`config.mk`:
```
export PLATFORM = sky130hd
export DESIGN_NAME = srcr_top
export DESIGN_NICKNAME = d
export VERILOG_FILES = /design/src/rtl/srcr_pkg.sv /design/src/rtl/srcr_channel.sv /design/src/rtl/srcr_top.sv
export SDC_FILE = /design/constraint.sdc
export NUM_CORES = 1
export LEC_CHECK = 0
export BUFFER_PORTS_ARGS = -buffer_cell sky130_fd_sc_hd__buf_2
export CORE_AREA = 2 2 53 55
export DETAILED_ROUTE_END_ITERATION = 10
export DIE_AREA = 0 0 55 57
export PLACE_DENSITY_LB_ADDON = 0.12
export SETUP_SLACK_MARGIN = 0.15
export SLEW_MARGIN = 20
export SYNTH_ARGS = -nofsm -noshare
export SYNTH_HDL_FRONTEND = slang
export SYNTH_SLANG_ARGS = --single-unit
```
`constraint.sdc`:
```
create_clock -name clk -period 3.1 [get_ports clk]
set_clock_uncertainty 0.2 [all_clocks]
set_input_delay 0.62 -clock clk [delete_from_list [all_inputs] [get_ports clk]]
set_output_delay 0.62 -clock clk [all_outputs]
set_load 0.03 [all_outputs]
```
`src/rtl/srcr_pkg.sv`:
```
// package of constants for the soft-reset command block
// assumes a byte-wide register access port driven by the serial interface front end
package srcr_pkg;
   localparam logic [7:0] SOFT_RESET_COMMAND_ADDR = 8'h2e;
   localparam logic [7:0] THIRD_STATUS_ADDR       = 8'h2f;
   localparam logic [7:0] CH1_ON_TIME_ADDR        = 8'h30;
   localparam logic [7:0] CH2_ON_TIME_ADDR        = 8'h31;
   localparam logic [7:0] RESET_CODE_LOAD         = 8'hc3;
   localparam logic [7:0] RESET_CODE_DETECT       = 8'hd4;
   localparam logic [7:0] SOFT_RESET_RST          = 8'h00;
   localparam logic [5:0] ON_TIME_RST             = 6'h07;
   localparam logic [5:0] ON_TIME_220K            = 6'h03;
   localparam logic [5:0] ON_TIME_2M23            = 6'h2b;
   localparam int         PC_BIT                  = 7;
   localparam int         WDT_FLAG_LSB            = 0;
   localparam logic [1:0] WDT_FLAGS_RST           = 2'h0;
   typedef enum logic [1:0] {SRCR_CH_LOAD, SRCR_CH_DETECT, SRCR_CH_RUN} srcr_ch_state_t;
endpackage

```
`src/rtl/srcr_channel.sv`:
```
// one channel enable state machine with its on-time code
// assumes commands are single-cycle pulses from the register block
module srcr_channel
   import srcr_pkg::*;
(
   input  wire logic           clk,
   input  wire logic           sys_rst,
   input  wire logic           go_load,
   input  wire logic           go_detect,
   input  wire logic           run_req,
   input  wire logic           on_time_we,
   input  wire logic [5:0]     on_time_wdata,
   input  wire logic           regs_default,
   output srcr_pkg::srcr_ch_state_t state,
   output logic      [5:0]     on_time
);
   srcr_ch_state_t next_state;
   logic [5:0]     next_on_time;

   // next state: reset commands override normal progress
   always_comb begin
      next_state   = state;
      next_on_time = on_time;
      if (go_load) begin
         next_state = SRCR_CH_LOAD;
      end else if (go_detect) begin
         next_state = SRCR_CH_DETECT;
      end else if (run_req) begin
         next_state = SRCR_CH_RUN;
      end
      if (regs_default) begin
         next_on_time = ON_TIME_RST;
      end else if (on_time_we) begin
         next_on_time = on_time_wdata;
      end
   end

   // registers
   always_ff @(posedge clk or posedge sys_rst) begin
      if (sys_rst) begin
         state   <= SRCR_CH_LOAD;
         on_time <= ON_TIME_RST;
      end else begin
         state   <= next_state;
         on_time <= next_on_time;
      end
   end
endmodule // srcr_channel

```
`src/rtl/srcr_top.sv`:
```
// soft-reset command register with its reset targets
// assumes a synchronous byte register port: one-cycle wr_en or rd_en with addr
module srcr_top
   import srcr_pkg::*;
(
   input  wire logic           clk,
   input  wire logic           sys_rst,
   input  wire logic           wr_en,
   input  wire logic           rd_en,
   input  wire logic [7:0]     addr,
   input  wire logic [7:0]     wdata,
   output logic      [7:0]     rdata,
   input  wire logic           stand_alone,
   input  wire logic           wdt_timeout,
   input  wire logic [1:0]     run_req,
   output logic                watchdog_enable,
   output srcr_pkg::srcr_ch_state_t ch1_state,
   output srcr_pkg::srcr_ch_state_t ch2_state,
   output logic      [5:0]     ch1_on_time,
   output logic      [5:0]     ch2_on_time
);
   logic       [7:0] next_rdata;
   logic             next_watchdog_enable;
   logic       [1:0] command_watchdog_timeout_flags;
   logic       [1:0] next_flags;
   logic             power_cycle_indicator;
   logic             next_pc;
   logic             status_read_seen;
   logic             next_status_read_seen;
   logic             code_load;
   logic             code_detect;
   logic             regs_default;
   logic             status_rd;
   logic       [7:0] third_fault_status_reg;

   // command decode; any other value is ignored
   assign code_load    = wr_en && addr == SOFT_RESET_COMMAND_ADDR && wdata == RESET_CODE_LOAD;
   assign code_detect  = wr_en && addr == SOFT_RESET_COMMAND_ADDR && wdata == RESET_CODE_DETECT;
   assign regs_default = code_load || code_detect;
   assign status_rd    = rd_en && addr == THIRD_STATUS_ADDR;
   assign third_fault_status_reg = {power_cycle_indicator, 5'b0_0000,
                                    command_watchdog_timeout_flags};

   // status flags, watchdog enable and read data
   always_comb begin
      next_flags            = command_watchdog_timeout_flags;
      next_pc               = power_cycle_indicator;
      next_watchdog_enable  = watchdog_enable;
      next_status_read_seen = status_read_seen;
      next_rdata            = 8'h00;
      if (status_rd) begin
         next_flags            = WDT_FLAGS_RST;
         next_status_read_seen = 1'b1;
         next_pc               = 1'b0;
      end
      if (wdt_timeout) begin
         next_flags = 2'b11; // set wins over read clear
      end
      if (code_load) begin
         next_watchdog_enable  = 1'b0;
         next_status_read_seen = 1'b0;
      end else if (code_detect) begin
         next_watchdog_enable  = 1'b1;
         next_status_read_seen = 1'b0;
      end
      if (rd_en) begin
         if (addr == SOFT_RESET_COMMAND_ADDR) begin
            next_rdata = 8'h00;
         end else if (addr == THIRD_STATUS_ADDR) begin
            next_rdata = third_fault_status_reg;
         end else if (addr == CH1_ON_TIME_ADDR) begin
            next_rdata = {2'b00, ch1_on_time};
         end else if (addr == CH2_ON_TIME_ADDR) begin
            next_rdata = {2'b00, ch2_on_time};
         end else begin
            next_rdata = 8'h00;
         end
      end
   end

   always_ff @(posedge clk or posedge sys_rst) begin
      if (sys_rst) begin
         command_watchdog_timeout_flags <= WDT_FLAGS_RST;
         power_cycle_indicator          <= 1'b1;
         watchdog_enable                <= 1'b1;
         status_read_seen               <= 1'b0;
         rdata                          <= SOFT_RESET_RST;
      end else begin
         command_watchdog_timeout_flags <= next_flags;
         power_cycle_indicator          <= next_pc;
         watchdog_enable                <= next_watchdog_enable;
         status_read_seen               <= next_status_read_seen;
         rdata                          <= next_rdata;
      end
   end

   // channel machines: detect needs prior status read in stand-alone mode
   srcr_channel u_ch1 (
      .clk           (clk),
      .sys_rst       (sys_rst),
      .go_load       (code_load && stand_alone),
      .go_detect     (code_detect && stand_alone && status_read_seen),
      .run_req       (run_req[0]),
      .on_time_we    (wr_en && addr == CH1_ON_TIME_ADDR),
      .on_time_wdata (wdata[5:0]),
      .regs_default  (regs_default),
      .state         (ch1_state),
      .on_time       (ch1_on_time)
   );
   srcr_channel u_ch2 (
      .clk           (clk),
      .sys_rst       (sys_rst),
      .go_load       (code_load && stand_alone),
      .go_detect     (code_detect && stand_alone && status_read_seen),
      .run_req       (run_req[1]),
      .on_time_we    (wr_en && addr == CH2_ON_TIME_ADDR),
      .on_time_wdata (wdata[5:0]),
      .regs_default  (regs_default),
      .state         (ch2_state),
      .on_time       (ch2_on_time)
   );
endmodule // srcr_top
```
==> results.md <==
* Status: finished clean
* Filler cell count in the final layout at 241
* Synth Flop Type: dfrtp_1
* Die X at 55 microns
* Total negative slack for setup checks at 0 ns
* Number of nets still failing antenna checks after routing at 0
* Sum of overflow across all layers after global routing at 0
* Post-Route Hold Slack at 0.163 ns
* Period utilisation layout at 0.707
* Standard cell core area at 2620 sq um
* Pre-CTS WS at 0.545 ns
* Post-synthesis share of cell area spent on and, or, nand and nor gates at 0.218
* Post-synthesis cell type count at 31
* Fraction of synthesized cell area in xor and xnor cells at 0
* Overall routing resource usage at 0.180
* Dominant cells by area after synthesis: dfrtp_1 38%, dfstp_2 17%, mux2i_1 11%
* Maximum frequency from static timing analysis at 456 MHz
* Remaining routing DRC violations at 0
* Wire length of the first global-routing pass at 4100 microns
* Initial cell density of the core at 0.477
* Die outline height at 57 microns
* Reg2Reg Launch Point: watchdog_enable
* Maximum capacitance violations at 0
* Detailed-placement wirelength estimate at 1980 microns
* Setup repair after global routing missed its margin: false
* Count of H-tree levels built during CTS at 1
* Endpoint required time on the critical path at 3.11 ns
* Number of flops mapped to enable cells by yosys at 0
* Final nets at 185
* Max-slew headroom at the worst pin at 0.377
* Leakage component of the power at 0.792 nW
* Quantity of I/O buffers inserted on ports at 47
* Area fraction of the dominant cell type after synthesis at 0.381
* Clock transition at the register clock pins on the worst setup and hold paths after CTS at 0.15 ns
* Initial antenna violation count at 0
* Main combinational cell family by area after synthesis: simple AND/OR/NAND/NOR gates
* Area fraction in compound gates after synthesis at 0.0853
* Clk buf depth at 2
* Per-cell via count in the routed design at 5.23
* Worst setup slack after layout at 0.909 ns
* Via count of the first global-routing pass at 942
* Most instantiated cells after synthesis: 19 x dfrtp_1, 17 x nand2_1, 14 x mux2i_1
* WP data arrival at 2.21 ns
* FFs w/ async S/R, synth at 1.00
* Num ports at 49
* DRT Wirelength at 2620 microns
* Most frequent cell after synthesis: dfrtp_1
* Hold-fix buffer count after cts at 0
* Root buffer cell: clkbuf_4
* Proportion of synthesized chip area in sequential cells at 0.550
* Minimum setup slack among reg-to-reg paths at 1.97 ns
* Layout Area Growth over Synthesis at 22.8%
* Syn avg cell area at 11.1 sq um
* Standard-cell row count at 19
* Final number of hold-violating endpoints at 0
* Adder-cell area share of the yosys netlist at 0
* Critical path start-end classification: in -> reg
* Largest net degree at the start of global routing at 28
* Clock tree from TritonCTS: yes
* Max Slew Vio Count at 0
* Total number of vias at 999
* Multiplexer area fraction after synthesis at 0.112
* Antenna fix cells at 0
* Cells after Synth at 112
* Insertion delay of the later-clocked pin in the worst-skew pair at 0.32 ns
* Class of the tightest hold or removal check: in -> async
* Synthesized flop and latch total at 27
* Endpoint type of the worst setup path: register
* Final estimated routing congestion in global placement at 0.803
* Post-CTS Setup Repair Bufs at 0
* Detailed-routing iteration count for the pre-antenna-repair pass at 5
* Routed WL per cell at 13.7 microns
* Multi-input gate area in the final layout at 522 sq um
* Number of setup violations in the final report at 0
* Cell area after synthesis at 1250 sq um
* Worst Setup Start Kind: input port
* Number of buffers created by CTS at 3
* # resized after CTS at 0
* Die outline area at 3140 sq um
* Total number of yosys warnings at 0
* Layout cells sized above 1 at 0.406
* Worst vdd rail ir drop at 0.000265 V
* Largest fanout of any net on the critical path at 7
* Net count after synthesis at 136
* Transition time at the pin with the least slew margin at 0.928 ns
* Number of sinks handled by clock tree synthesis at 27
* Cell type contributing the most total cell area after synthesis: dfrtp_1
* End of the worst register-to-register path: watchdog_enable
* Number of violations reported at the end of detailed-routing iteration 0 at 15
* Cell count of the worst reg-to-reg path at 3
* Area used by sequential logic in the layout at 686 sq um
* Final critical-path required period at 2.19 ns
* Power density relative to cell area at 393 nW/um^2
==> worst max-delay path, stage by stage <==
cell and delay [ns]:
buf_2 0.09, or3b_1 0.53, nor4_4 0.47, o21a_1 0.37, o21ai_1 0.13
==> power breakdown <==
group	internal, mW	switching (mW)	total [mW]
clock	0.0483	0.104	0.152
sequential	0.364	0.00713	0.372
combinational	0.0276	0.0496	0.0772
total	0.440	0.161	0.601
==> kinds of logic after synthesis <==
| logic type | Yosys count |
|---|---|
| simple gates | 45 |
| buf+inv | 9 |
| flops | 27 |
| mux | 14 |
| compound gates | 16 |
| other cells | 1 |
==> stage by stage <==
step           total power [mW]  instance area (sq um)   util  instances
6_report                  0.601                   1530  0.586        191
5_1_grt                   0.627                   1530  0.586        191
4_1_cts                   0.607                   1530  0.586        191
3_5_place_dp              0.456                   1500  0.575        187
3_3_place_gp              0.453                   1500  0.575        187
2_1_floorplan             0.424                   1250      -        112
==> layout make-up <==
class | instances | share of cell area
repair buffers | 47 | 0.154
well taps | 31 | 0.0253
clock inverters | 1 | 0.00327
clock buffers | 3 | 0.0147
inverters | 6 | 0.0147
multi-input cells | 76 | 0.341
flip-flops and latches | 27 | 0.448
==> worst max-delay path by stage <==
stage / startpoint / end / depth (start not counted)
after global routing: addr[7] / u_ch2.on_time[5] / 5
final: addr[7] / u_ch1.on_time[5] / 5
after floorplan: addr[1] / u_ch1.on_time[4] / 4
after detailed placement: addr[7] / u_ch1.on_time[5] / 5
after CTS: addr[7] / u_ch1.on_time[5] / 5
after global placement: addr[7] / u_ch1.on_time[5] / 5
==> state kept, by name (all words and copies together), names as in the netlist <==
signal	count
rdata	7
u_ch1.state	2
power_cycle_indicator	1
u_ch2.state	2
watchdog_enable	1
status_read_seen	1
u_ch1.on_time	6
command_watchdog_timeout_flags	1
u_ch2.on_time	6
==> routing by layer <==
layer | routed length, microns | global-route usage | vias to the layer above
met1 | 1190 | 0.247 | 477
met3 | 197 | 0.0288 | 2
met5 | 0 | 0 | -
met4 | 22 | 0.0801 | 0
li1 | - | - | 479
met2 | 1210 | 0.277 | 41
==> layout by cell type (no fill, tap or decap) <==
master	instances
nor3_4	1
o21ai_1	5
buf_2	47
inv_1	5
nor2_1	9
nand4b_1	2
o22a_1	2
a21oi_1	1
or4b_4	1
clkinv_1	1
nand2b_1	4
nor3_1	2
a221o_1	1
clkinv_2	1
or2_2	1
nor4b_4	1
o21a_1	1
or3b_1	1
o21ai_0	2
nand2_1	17
nor2_2	1
and2_1	1
and3_1	2
dfrtp_1	19
nor2b_1	1
mux2i_1	14
dfstp_2	8
o32ai_1	2
o21bai_1	1
nor4_4	1
a31oi_1	1
conb_1	1
clkbuf_4	3
Note: power is estimated with default switching activity, not from simulation.
